$ cat config.mk
export PLATFORM = sky130hd
export DESIGN_NAME = tws_config_top
export DESIGN_NICKNAME = d
export VERILOG_FILES = /design/src/include/tws_pkg.sv /design/src/include/tws_stream_if.sv /design/src/hdl/tws_buf.sv /design/src/hdl/tws_config_top.sv
export SDC_FILE = /design/constraint.sdc
export NUM_CORES = 1
export LEC_CHECK = 0
export BUFFER_PORTS_ARGS = -buffer_cell sky130_fd_sc_hd__buf_2
export CAP_MARGIN = 40
export CELL_PAD_IN_SITES_DETAIL_PLACEMENT = 1
export CELL_PAD_IN_SITES_GLOBAL_PLACEMENT = 1
export CORE_AREA = 2 2 154 156
export DETAILED_ROUTE_END_ITERATION = 10
export DIE_AREA = 0 0 156 158
export GPL_TIMING_DRIVEN = 0
export PLACE_DENSITY = 0.62
export SLEW_MARGIN = 15
export SYNTH_ARGS = -nofsm -noshare
export SYNTH_HDL_FRONTEND = slang
export SYNTH_SLANG_ARGS = --single-unit
$ cat constraint.sdc
create_clock -name core_clk -period 2.8 [get_ports core_clk]
set_input_delay 0.28 -clock core_clk [delete_from_list [all_inputs] [get_ports core_clk]]
set_output_delay 0.28 -clock core_clk [all_outputs]
set_load 0.02 [all_outputs]
$ cat src/include/tws_pkg.sv
// Purpose: Shared constants and types for the two-wire serial configuration block.
// Assumes: 32-bit APB data, registers one per aligned word at four times their index.
// Notes:   Every offset, field position, reset value and divisor lives here once.
package tws_pkg;

    // Width of the APB byte address seen by the block.
    localparam int TWS_ADDR_W = 20;

    // Register indices; the byte address is four times the index.
    localparam logic [15:0] TWS_IDX_PAIR_LO = 16'hD15E;
    localparam logic [15:0] TWS_IDX_PAIR_HI = 16'hD15F;
    localparam logic [15:0] TWS_IDX_CTRL    = 16'hD160;
    localparam logic [15:0] TWS_IDX_STATUS  = 16'hD161;

    // Byte addresses derived from the indices.
    localparam logic [19:0] TWS_ADDR_PAIR_LO = {2'h0, TWS_IDX_PAIR_LO, 2'h0};
    localparam logic [19:0] TWS_ADDR_PAIR_HI = {2'h0, TWS_IDX_PAIR_HI, 2'h0};
    localparam logic [19:0] TWS_ADDR_CTRL    = {2'h0, TWS_IDX_CTRL, 2'h0};
    localparam logic [19:0] TWS_ADDR_STATUS  = {2'h0, TWS_IDX_STATUS, 2'h0};

    // Mode register field positions.
    localparam int TWS_MODE_ORDER  = 7;
    localparam int TWS_MODE_WAIT   = 6;
    localparam int TWS_MODE_CKS_LO = 3;
    localparam int TWS_MODE_BC_LO  = 0;

    // Own-address register fields: address in 7..1, format select in 0.
    localparam int TWS_ADR_FS = 0;

    // Control register field positions.
    localparam int TWS_CTRL_PAIR_SEL = 0;
    localparam int TWS_CTRL_DIV_EXT  = 1;

    // Status register field positions.
    localparam int TWS_ST_BUSY  = 0;
    localparam int TWS_ST_ACK   = 1;
    localparam int TWS_ST_MATCH = 2;
    localparam int TWS_ST_FULL  = 3;
    localparam int TWS_ST_SYNC  = 4;

    // Reset values.
    localparam logic [7:0] TWS_RST_SEC_ADDR  = 8'h01;
    localparam logic [7:0] TWS_RST_PRIM_ADDR = 8'h00;
    localparam logic [7:0] TWS_RST_MODE      = 8'h00;
    localparam logic [7:0] TWS_RST_CTRL      = 8'h00;
    localparam logic [7:0] TWS_RST_RX_DATA   = 8'h00;

    // Serial clock divisors with the extension bit clear; set doubles them.
    localparam logic [8:0] TWS_DIV_TABLE [8] = '{
        9'h01C, 9'h028, 9'h030, 9'h040, 9'h050, 9'h064, 9'h070, 9'h080
    };

    // Data bits for a bit-count field of zero.
    localparam logic [3:0] TWS_FULL_BYTE = 4'h8;

    // Frame engine states.
    typedef enum logic [1:0] {
        TWS_IDLE = 2'b00,
        TWS_LOW  = 2'b01,
        TWS_HIGH = 2'b10,
        TWS_WAIT = 2'b11
    } tws_state_t;

endpackage

$ cat src/include/tws_stream_if.sv
// Purpose: Valid/ready byte stream between the register side and the frame buffer.
// Assumes: One clock domain; a word moves when valid and ready are both high.
// Notes:   The source holds data stable while valid waits on ready.
`timescale 1ns/100ps
interface tws_stream_if #(parameter int W = 8);
    logic         valid;  // Source offers a word.
    logic         ready;  // Sink can take a word.
    logic [W-1:0] data;   // The word.

    modport src (output valid, output data, input ready);
    modport snk (input valid, input data, output ready);
endinterface

$ cat src/hdl/tws_buf.sv
// Purpose: Small FIFO that decouples register writes from the frame engine.
// Assumes: Push and pop may coincide; a push into a full buffer is never offered.
// Notes:   Ready on the fill side stalls the APB slave, so no byte is lost.
`timescale 1ns/100ps
module tws_buf
    import tws_pkg::*;
#(
    parameter int WIDTH = 8,
    parameter int DEPTH = 2
) (
    input wire logic core_clk,
    input wire logic rst,
    tws_stream_if.snk fill,
    tws_stream_if.src drain
);
    localparam int PW = (DEPTH > 1) ? $clog2(DEPTH) : 1;
    localparam int CW = $clog2(DEPTH + 1);

    logic [WIDTH-1:0] mem_reg   [DEPTH];  // Storage entries.
    logic [WIDTH-1:0] mem_next  [DEPTH];  // Next storage contents.
    logic [PW-1:0]    rd_ptr_reg;         // Oldest entry.
    logic [PW-1:0]    rd_ptr_next;
    logic [PW-1:0]    wr_ptr_reg;         // Next free entry.
    logic [PW-1:0]    wr_ptr_next;
    logic [CW-1:0]    count_reg;          // Entries held.
    logic [CW-1:0]    count_next;
    logic             push;
    logic             pop;

    // Full and empty come straight from the count, so they are never stale.
    assign fill.ready  = (count_reg != CW'(DEPTH));
    assign drain.valid = (count_reg != '0);
    assign drain.data  = mem_reg[rd_ptr_reg];
    assign push        = fill.valid & fill.ready;
    assign pop         = drain.valid & drain.ready;

    // Pointer and count update; pointers wrap for any depth.
    always_comb begin
        mem_next    = mem_reg;
        rd_ptr_next = rd_ptr_reg;
        wr_ptr_next = wr_ptr_reg;
        count_next  = count_reg;
        if (push) begin
            mem_next[wr_ptr_reg] = fill.data;
            wr_ptr_next = (wr_ptr_reg == PW'(DEPTH - 1)) ? '0 : wr_ptr_reg + 1'b1;
        end
        if (pop) begin
            rd_ptr_next = (rd_ptr_reg == PW'(DEPTH - 1)) ? '0 : rd_ptr_reg + 1'b1;
        end
        if (push && !pop) begin
            count_next = count_reg + 1'b1;
        end else if (pop && !push) begin
            count_next = count_reg - 1'b1;
        end
    end

    // Control state resets; the data entries need no reset.
    always_ff @(posedge core_clk) begin
        if (rst) begin
            rd_ptr_reg <= '0;
            wr_ptr_reg <= '0;
            count_reg  <= '0;
        end else begin
            rd_ptr_reg <= rd_ptr_next;
            wr_ptr_reg <= wr_ptr_next;
            count_reg  <= count_next;
        end
    end

    // Storage registers.
    always_ff @(posedge core_clk) begin
        mem_reg <= mem_next;
    end
endmodule

$ cat src/hdl/tws_config_top.sv
// Purpose: Register set and frame engine of a two-wire serial interface on APB.
// Assumes: APB inputs synchronous to core_clk; sda_in already clean.
// Notes:   Frames are sent from the buffered data byte; received bits fill it.
//
// Summary of operation
// - Read/write data byte register, reset value unspecified.
// - Secondary address in 7..1, flag bit 0 resets 1.
// - Primary address in 7..1, flag bit 0, resets 0.
// - Flags 00: I2C, both addresses recognized.
// - Flags 0/1: I2C, primary only recognized.
// - Flags 1/0: I2C, secondary only recognized.
// - Flags 11: both ignored, synchronous serial mode.
// - Bit count sets frame length, plus ack in I2C format.
// - Clock select and extension choose the divisor.
// - Wait bit clear: ack follows data directly.
// - Wait bit set: pause before ack bit.
`timescale 1ns/100ps
module tws_config_top
    import tws_pkg::*;
#(
    parameter int ADDR_W    = TWS_ADDR_W,
    parameter int BUF_DEPTH = 2
) (
    input  wire logic              core_clk,
    input  wire logic              rst,
    input  wire logic              psel,
    input  wire logic              penable,
    input  wire logic              pwrite,
    input  wire logic [ADDR_W-1:0] paddr,
    input  wire logic [31:0]       pwdata,
    output logic      [31:0]       prdata,
    output logic                   pready,
    output logic                   pslverr,
    output logic                   scl_out,
    input  wire logic              sda_in,
    output logic                   sda_out,
    output logic                   sda_oe
);

    // Register file state.
    logic [7:0]  sec_addr_reg;     // Secondary own address and its flag.
    logic [7:0]  sec_addr_next;
    logic [7:0]  prim_addr_reg;    // Primary own address and its flag.
    logic [7:0]  prim_addr_next;
    logic [7:0]  mode_reg;         // Order, wait, clock select, bit count.
    logic [7:0]  mode_next;
    logic [7:0]  ctrl_reg;         // Pair select and divider extension.
    logic [7:0]  ctrl_next;
    logic [7:0]  rx_data_reg;      // Last received byte.
    logic [7:0]  rx_data_next;

    // APB answer registers.
    logic        pready_reg;
    logic        pready_next;
    logic        pslverr_reg;
    logic        pslverr_next;
    logic [31:0] prdata_reg;
    logic [31:0] prdata_next;

    // Frame engine state.
    tws_state_t  state_reg;
    tws_state_t  state_next;
    logic [8:0]  cnt_reg;          // Cycles left in the current phase.
    logic [8:0]  cnt_next;
    logic [3:0]  bit_cnt_reg;      // Bits done in this frame.
    logic [3:0]  bit_cnt_next;
    logic [7:0]  tx_reg;           // Outgoing shift register.
    logic [7:0]  tx_next;
    logic [7:0]  rx_shift_reg;     // Incoming shift register.
    logic [7:0]  rx_shift_next;
    logic        scl_reg;
    logic        scl_next;
    logic        sda_oe_reg;
    logic        sda_oe_next;
    logic        sda_out_reg;      // Open drain: only ever drives low.
    logic        ack_reg;          // Last ack bit seen low.
    logic        ack_next;
    logic        match_reg;        // Last frame matched an own address.
    logic        match_next;

    // Decoded fields.
    logic        pair_sel;
    logic        div_ext;
    logic        lsb_first;
    logic        wait_en;
    logic [2:0]  cks;
    logic [2:0]  bc;
    logic        sync_fmt;
    logic [8:0]  base_div;
    logic [8:0]  div;
    logic [8:0]  lo_len;
    logic [8:0]  hi_len;
    logic [3:0]  data_bits;
    logic [3:0]  frame_bits;
    logic [3:0]  bit_inc;
    logic        cur_is_ack;

    // APB decode.
    logic        hit_lo;
    logic        hit_hi;
    logic        hit_ctrl;
    logic        hit_st;
    logic        mapped;
    logic        access;
    logic        commit;
    logic        wait_buf;
    logic [7:0]  rd_byte;
    logic [7:0]  status;

    // Streams into and out of the buffer.
    tws_stream_if #(.W(8)) fill_if ();
    tws_stream_if #(.W(8)) drain_if ();

    tws_buf #(
        .WIDTH (8),
        .DEPTH (BUF_DEPTH)
    ) u_buf (
        .core_clk (core_clk),
        .rst      (rst),
        .fill     (fill_if),
        .drain    (drain_if)
    );

    // Field extraction.
    assign pair_sel  = ctrl_reg[TWS_CTRL_PAIR_SEL];
    assign div_ext   = ctrl_reg[TWS_CTRL_DIV_EXT];
    assign lsb_first = mode_reg[TWS_MODE_ORDER];
    assign wait_en   = mode_reg[TWS_MODE_WAIT];
    assign cks       = mode_reg[TWS_MODE_CKS_LO +: 3];
    assign bc        = mode_reg[TWS_MODE_BC_LO +: 3];
    // Both flags set selects synchronous format, with no address check.
    assign sync_fmt  = prim_addr_reg[TWS_ADR_FS] & sec_addr_reg[TWS_ADR_FS];

    // Divisor: table entry, doubled by the extension bit.
    assign base_div  = TWS_DIV_TABLE[cks];
    assign div       = div_ext ? {base_div[7:0], 1'b0} : base_div;
    assign lo_len    = {1'b0, div[8:1]};
    assign hi_len    = div - lo_len;

    // Data bits per frame; I2C format adds the ack bit.
    assign data_bits  = (bc == 3'h0) ? TWS_FULL_BYTE : {1'b0, bc};
    assign frame_bits = data_bits + {3'h0, ~sync_fmt};
    assign bit_inc    = bit_cnt_reg + 4'h1;
    assign cur_is_ack = ~sync_fmt & (bit_cnt_reg == data_bits);

    // Address decode; each register takes one aligned word.
    assign hit_lo   = (paddr == ADDR_W'(TWS_ADDR_PAIR_LO));
    assign hit_hi   = (paddr == ADDR_W'(TWS_ADDR_PAIR_HI));
    assign hit_ctrl = (paddr == ADDR_W'(TWS_ADDR_CTRL));
    assign hit_st   = (paddr == ADDR_W'(TWS_ADDR_STATUS));
    assign mapped   = hit_lo | hit_hi | hit_ctrl | hit_st;
    assign access   = psel & penable;
    // Writes take effect on the edge where the master sees pready.
    assign commit   = access & pready_reg;
    // A data write waits in the access phase while the buffer is full.
    assign wait_buf = hit_lo & ~pair_sel & pwrite & ~fill_if.ready;

    // A data write pushes its byte into the buffer.
    assign fill_if.valid  = commit & pwrite & hit_lo & ~pair_sel;
    assign fill_if.data   = pwdata[7:0];
    // The engine takes a byte only between frames.
    assign drain_if.ready = (state_reg == TWS_IDLE);

    assign status = {3'h0, sync_fmt, ~fill_if.ready, match_reg, ack_reg,
                     (state_reg != TWS_IDLE)};

    // Read mux; the pair select bit picks one register of each pair.
    always_comb begin
        rd_byte = 8'h00;
        if (hit_lo) begin
            rd_byte = pair_sel ? sec_addr_reg : rx_data_reg;
        end else if (hit_hi) begin
            rd_byte = pair_sel ? prim_addr_reg : mode_reg;
        end else if (hit_ctrl) begin
            rd_byte = ctrl_reg;
        end else if (hit_st) begin
            rd_byte = status;
        end
    end

    // APB answer: pready rises one cycle into the access phase, or later
    // while a data write waits for buffer room.
    always_comb begin
        pready_next  = 1'b0;
        pslverr_next = 1'b0;
        prdata_next  = prdata_reg;
        if (access && !pready_reg && !wait_buf) begin
            pready_next  = 1'b1;
            pslverr_next = ~mapped;
            prdata_next  = {24'h000000, rd_byte};
        end
    end

    always_ff @(posedge core_clk) begin
        if (rst) begin
            pready_reg  <= 1'b0;
            pslverr_reg <= 1'b0;
            prdata_reg  <= 32'h00000000;
        end else begin
            pready_reg  <= pready_next;
            pslverr_reg <= pslverr_next;
            prdata_reg  <= prdata_next;
        end
    end

    // Software writes to the configuration registers.
    always_comb begin
        sec_addr_next  = sec_addr_reg;
        prim_addr_next = prim_addr_reg;
        mode_next      = mode_reg;
        ctrl_next      = ctrl_reg;
        if (commit && pwrite) begin
            if (hit_lo && pair_sel) begin
                sec_addr_next = pwdata[7:0];
            end else if (hit_hi && pair_sel) begin
                prim_addr_next = pwdata[7:0];
            end else if (hit_hi) begin
                mode_next = pwdata[7:0];
            end else if (hit_ctrl) begin
                ctrl_next = {6'h00, pwdata[1:0]};
            end
        end
    end

    always_ff @(posedge core_clk) begin
        if (rst) begin
            sec_addr_reg  <= TWS_RST_SEC_ADDR;
            prim_addr_reg <= TWS_RST_PRIM_ADDR;
            mode_reg      <= TWS_RST_MODE;
            ctrl_reg      <= TWS_RST_CTRL;
        end else begin
            sec_addr_reg  <= sec_addr_next;
            prim_addr_reg <= prim_addr_next;
            mode_reg      <= mode_next;
            ctrl_reg      <= ctrl_next;
        end
    end

    // Frame engine: each bit is a low phase then a high phase; sda changes
    // only while scl is low, apart from the frame-end release, and is sampled at the end of the high phase.
    always_comb begin
        state_next    = state_reg;
        cnt_next      = cnt_reg;
        bit_cnt_next  = bit_cnt_reg;
        tx_next       = tx_reg;
        rx_shift_next = rx_shift_reg;
        rx_data_next  = rx_data_reg;
        scl_next      = scl_reg;
        sda_oe_next   = sda_oe_reg;
        ack_next      = ack_reg;
        match_next    = match_reg;
        unique case (state_reg)
            TWS_IDLE: begin
                scl_next    = 1'b1;
                sda_oe_next = 1'b0;
                if (drain_if.valid) begin
                    tx_next      = drain_if.data;
                    bit_cnt_next = 4'h0;
                    cnt_next     = lo_len;
                    scl_next     = 1'b0;
                    // First bit goes out from the end picked by the order bit.
                    sda_oe_next  = lsb_first ? ~drain_if.data[0] : ~drain_if.data[7];
                    state_next   = TWS_LOW;
                end
            end
            TWS_LOW: begin
                if (cnt_reg == 9'h001) begin
                    scl_next   = 1'b1;
                    cnt_next   = hi_len;
                    state_next = TWS_HIGH;
                end else begin
                    cnt_next = cnt_reg - 9'h001;
                end
            end
            TWS_HIGH: begin
                if (cnt_reg == 9'h001) begin
                    if (cur_is_ack) begin
                        ack_next = ~sda_in;
                    end else if (lsb_first) begin
                        rx_shift_next = {sda_in, rx_shift_reg[7:1]};
                        tx_next       = {1'b0, tx_reg[7:1]};
                    end else begin
                        rx_shift_next = {rx_shift_reg[6:0], sda_in};
                        tx_next       = {tx_reg[6:0], 1'b0};
                    end
                    bit_cnt_next = bit_inc;
                    scl_next     = 1'b0;
                    cnt_next     = lo_len;
                    if (bit_inc == frame_bits) begin
                        // Frame done: release the bus and report.
                        scl_next     = 1'b1;
                        sda_oe_next  = 1'b0;
                        rx_data_next = rx_shift_next;
                        match_next   = ~sync_fmt & (
                            (~prim_addr_reg[TWS_ADR_FS] &
                             (rx_shift_next[7:1] == prim_addr_reg[7:1])) |
                            (~sec_addr_reg[TWS_ADR_FS] &
                             (rx_shift_next[7:1] == sec_addr_reg[7:1])));
                        state_next   = TWS_IDLE;
                    end else if (!sync_fmt && bit_inc == data_bits) begin
                        // Ack bit next: release sda so the peer can answer.
                        sda_oe_next = 1'b0;
                        if (wait_en) begin
                            cnt_next   = div;
                            state_next = TWS_WAIT;
                        end else begin
                            state_next = TWS_LOW;
                        end
                    end else begin
                        sda_oe_next = lsb_first ? ~tx_next[0] : ~tx_next[7];
                        state_next  = TWS_LOW;
                    end
                end else begin
                    cnt_next = cnt_reg - 9'h001;
                end
            end
            TWS_WAIT: begin
                // Clock held low for one bit time before the ack bit.
                if (cnt_reg == 9'h001) begin
                    cnt_next   = lo_len;
                    state_next = TWS_LOW;
                end else begin
                    cnt_next = cnt_reg - 9'h001;
                end
            end
        endcase
    end

    always_ff @(posedge core_clk) begin
        if (rst) begin
            state_reg    <= TWS_IDLE;
            cnt_reg      <= 9'h000;
            bit_cnt_reg  <= 4'h0;
            tx_reg       <= 8'h00;
            rx_shift_reg <= 8'h00;
            rx_data_reg  <= TWS_RST_RX_DATA;
            scl_reg      <= 1'b1;
            sda_oe_reg   <= 1'b0;
            sda_out_reg  <= 1'b0;
            ack_reg      <= 1'b0;
            match_reg    <= 1'b0;
        end else begin
            state_reg    <= state_next;
            cnt_reg      <= cnt_next;
            bit_cnt_reg  <= bit_cnt_next;
            tx_reg       <= tx_next;
            rx_shift_reg <= rx_shift_next;
            rx_data_reg  <= rx_data_next;
            scl_reg      <= scl_next;
            sda_oe_reg   <= sda_oe_next;
            sda_out_reg  <= 1'b0;
            ack_reg      <= ack_next;
            match_reg    <= match_next;
        end
    end

    // All outputs come straight from flip-flops.
    assign prdata  = prdata_reg;
    assign pready  = pready_reg;
    assign pslverr = pslverr_reg;
    assign scl_out = scl_reg;
    assign sda_out = sda_out_reg;
    assign sda_oe  = sda_oe_reg;
endmodule

==> impl_metrics.csv <==
group,metric,value,unit
outcome,outcome,"complete, no violations",
placed_design,dpl_cell_area,0.007061,mm^2
clock_tree,root_buffer,"clkbuf_16",
grt,antenna_found_initial,0,
synthesis,ys_types,74,
worst_setup_path,required,3.09,ns
synthesis,synthCells,751,
min_path,min_delay_path_depth,1,
power,p_per_area,611.8,mW/mm^2
sta,rsz0062_at_grt,"yes",
sta,whs,0.1899,ns
worst_setup_path,critical_path_class,"in2reg",
final_layout,final_cell_count_no_fill,1127,
worst_setup_path,reg2regPathDepth,9,
final_layout,largest_reg_flops,16,
die,rows,56,
grt,grt_pass1_vias,5594,
worst_setup_path,critPathArrivalTime,2.96,ns
final_layout,drive_gt1_share,17.68,%
sta,min_period_over_period,95.36,%
detailed_routing,dr_total_vias,5725,
grt,grt_max_degree,19,
sta,hold_viol,0,
synthesis,yosysTopAreaCell,"dfxtp_1",
clock_tree,cts_hold_buf,0,
synthesis,synth_seq_cells,99,
worst_setup_path,timing.rr.start,"cnt_reg[0]",
detailed_routing,vias_per_cell,5.080,
die,core_area,0.02305,mm^2
detailed_routing,drtIter0Drc,302,
sta,fin_crit,2.670,ns
grt,grt_usage,17.18,%
sta,clock.fmax,374.5,MHz
power,vdd_drop_max,346.6,uV
synthesis,yosysWarningCount,0,
power,finalPower,4.560,mW
min_path,hold_end,"u_buf.mem_reg[14]",
run,cap_violations,0,
worst_setup_path,ff2ff_setup_slack,0.17,ns
final_layout,final_cell_area,0.007452,mm^2
min_path,holdCritStartpoint,"pwdata[6]",
placed_design,place_congestion,0.7829,
worst_setup_path,worstSetupEndpointType,"flop",
worst_setup_path,regToRegEndpoint,"rx_shift_reg[5]",
die,ios,95,
synthesis,synth_top_area_share,26.08,%
die,die_area,0.02465,mm^2
worst_setup_path,crit_fanout,7,
clock_tree,clk_pin_slew,0.08,ns
detailed_routing,wl_per_cell,18.32,um
placed_design,detailedPlacementHpwl,15800,um
synthesis,ys_seq_area_share,33.62,%
sta,worstMarginPinSlew,0.9075,ns
final_layout,fin_util,32.33,%
placed_design,dp_cells,1111,
final_layout,diodes,0,
sta,fin_skew,0.01097,ns
placed_design,placement.io_buffers,44,
final_layout,syn2layout_area_growth,16.97,%
synthesis,avgSynthCellArea,8.484,um^2
min_path,hp-class,"in2reg",
worst_setup_path,start_kind,"primary input",
die,die_x,156,um
die,die_h,158,um
synthesis,synthArstFlopShare,0,%
sta,maxSlewHeadroom,39.00,%
clock_tree,clkLatencyLatePin,0.37,ns
detailed_routing,ant_nets,0,
clock_tree,cts_tree,"yes",
sta,setup_viol,0,
synthesis,syn_area,0.006371,mm^2
synthesis,synth_ff_type,"dfxtp_1",
grt,grt_pass1_wl,32350,um
sta,setup_ws,0.1300,ns
sta,slew_violations,0,
clock_tree,cts_buffer_depth,2,
synthesis,synth_edf_count,16,
clock_tree,cts_sinks,99,
final_layout,fin_nets,910,
clock_tree,cts_buffers,9,
synthesis,synthTopCellsByArea,"dfxtp_1 26%, mux2i_1 8.5%, edfxtp_1 7.5%",
detailed_routing,drc,0,
die,start_util,27.64,%
detailed_routing,wirelength,20640,um
sta,tns,0,ns
synthesis,synth_common_cells,"83 x dfxtp_1, 83 x nor2_1, 60 x nand2_1, 54 x mux2i_1, 46 x a21oi_1",
placed_design,post-place-ws,-0.3913,ns
power,leakage,2.796,nW
clock_tree,cts-htree-levels,3,
grt,grt_overflow,0,
detailed_routing,dr.pass1.iters,4,
==> cell type report <==
class                      instances  area (um^2)
tap                              290        362.8
sequential                        99         2150
timing repair buffer              47        244.0
buffer                            67        371.6
fill                            2732        15600
multi-input combinational        588         3965
clock buffer                       9        225.2
clock inverter                     7        58.81
inverter                          20        75.07
==> critical path: stages <==
cell and delay (ns):
buf_2 0.11, nand4b_1 0.17, or4_4 0.43, buf_6 0.15, or4_4 0.44, nor4_4 0.53, ha_1 0.36, or3_1 0.35
a21oi_1 0.14
==> cells by family after synthesis <==
| kind of cell | Yosys count | synth area share, % |
|---|---|---|
| AO/OA/AOI/OAI | 168 | 16.99 |
| XOR/XNOR | 25 | 4.124 |
| adder cells (fa/ha/maj) | 20 | 3.928 |
| buffers and inverters | 88 | 7.011 |
| flip-flops | 99 | 33.62 |
| multiplexers | 68 | 11.49 |
| other | 1 | 0.05886 |
| AND/OR/NAND/NOR | 282 | 22.78 |
==> how the worst max path moves through the flow <==
stage	startpoint	end	slack, ns	cells after the start
floorplan	paddr[12]	u_buf.mem_reg[10]	0.19	6
global placement	paddr[12]	u_buf.mem_reg[15]	-0.37	7
detailed placement	paddr[12]	u_buf.mem_reg[12]	-0.39	7
CTS	paddr[12]	u_buf.mem_reg[9]	0.0008	7
global route	prim_addr_reg[0]	rx_data_reg[4]	-0.03	9
finish	paddr[19]	u_buf.count_reg[1]	0.13	9
==> where the power goes <==
part | leakage [nW] | internal [mW] | total, mW | switching [mW]
clock network | 0.144 | 0.620 | 1.26 | 0.639
registers | 0.818 | 1.57 | 1.72 | 0.146
logic | 1.83 | 0.611 | 1.58 | 0.971
==> layer usage <==
layer  wire, um  up-vias  share of wire, %  global-route usage (%)
li1           -     2843                 -                       -
met1       9905     2787                48                   23.61
met2       9812       77                48                   28.21
met3        486       18               2.4                   1.615
met4        439        0               2.1                   5.985
met5          0        -                 0                       0
==> timing repair <==
item / 4_1_cts / 5_1_grt
setup buffers: 0 / 1
pin swaps: 1 / 1
gates cloned: 0 / 0
endpoints found under the setup margin: 8 / 38
resized for setup: 6 / 22
==> cell usage in the layout (no fill, tap or decap), types with 10 or more instances in the layout <==
cell / instances
o211ai_1: 11
nand4_1: 10
ha_1: 19
clkbuf_1: 26
mux2i_1: 54
a21oi_1: 43
xnor2_1: 12
nor3_1: 20
o21ai_0: 36
conb_1: 25
inv_1: 21
buf_2: 53
nor2b_1: 23
dfxtp_1: 79
nand2_1: 60
nand3_1: 26
or3_1: 10
buf_4: 27
nor2_1: 82
edfxtp_1: 16
a211oi_1: 15
a221oi_1: 11
mux2_2: 10
No activity file was read; power rests on OpenSTA's default activity.
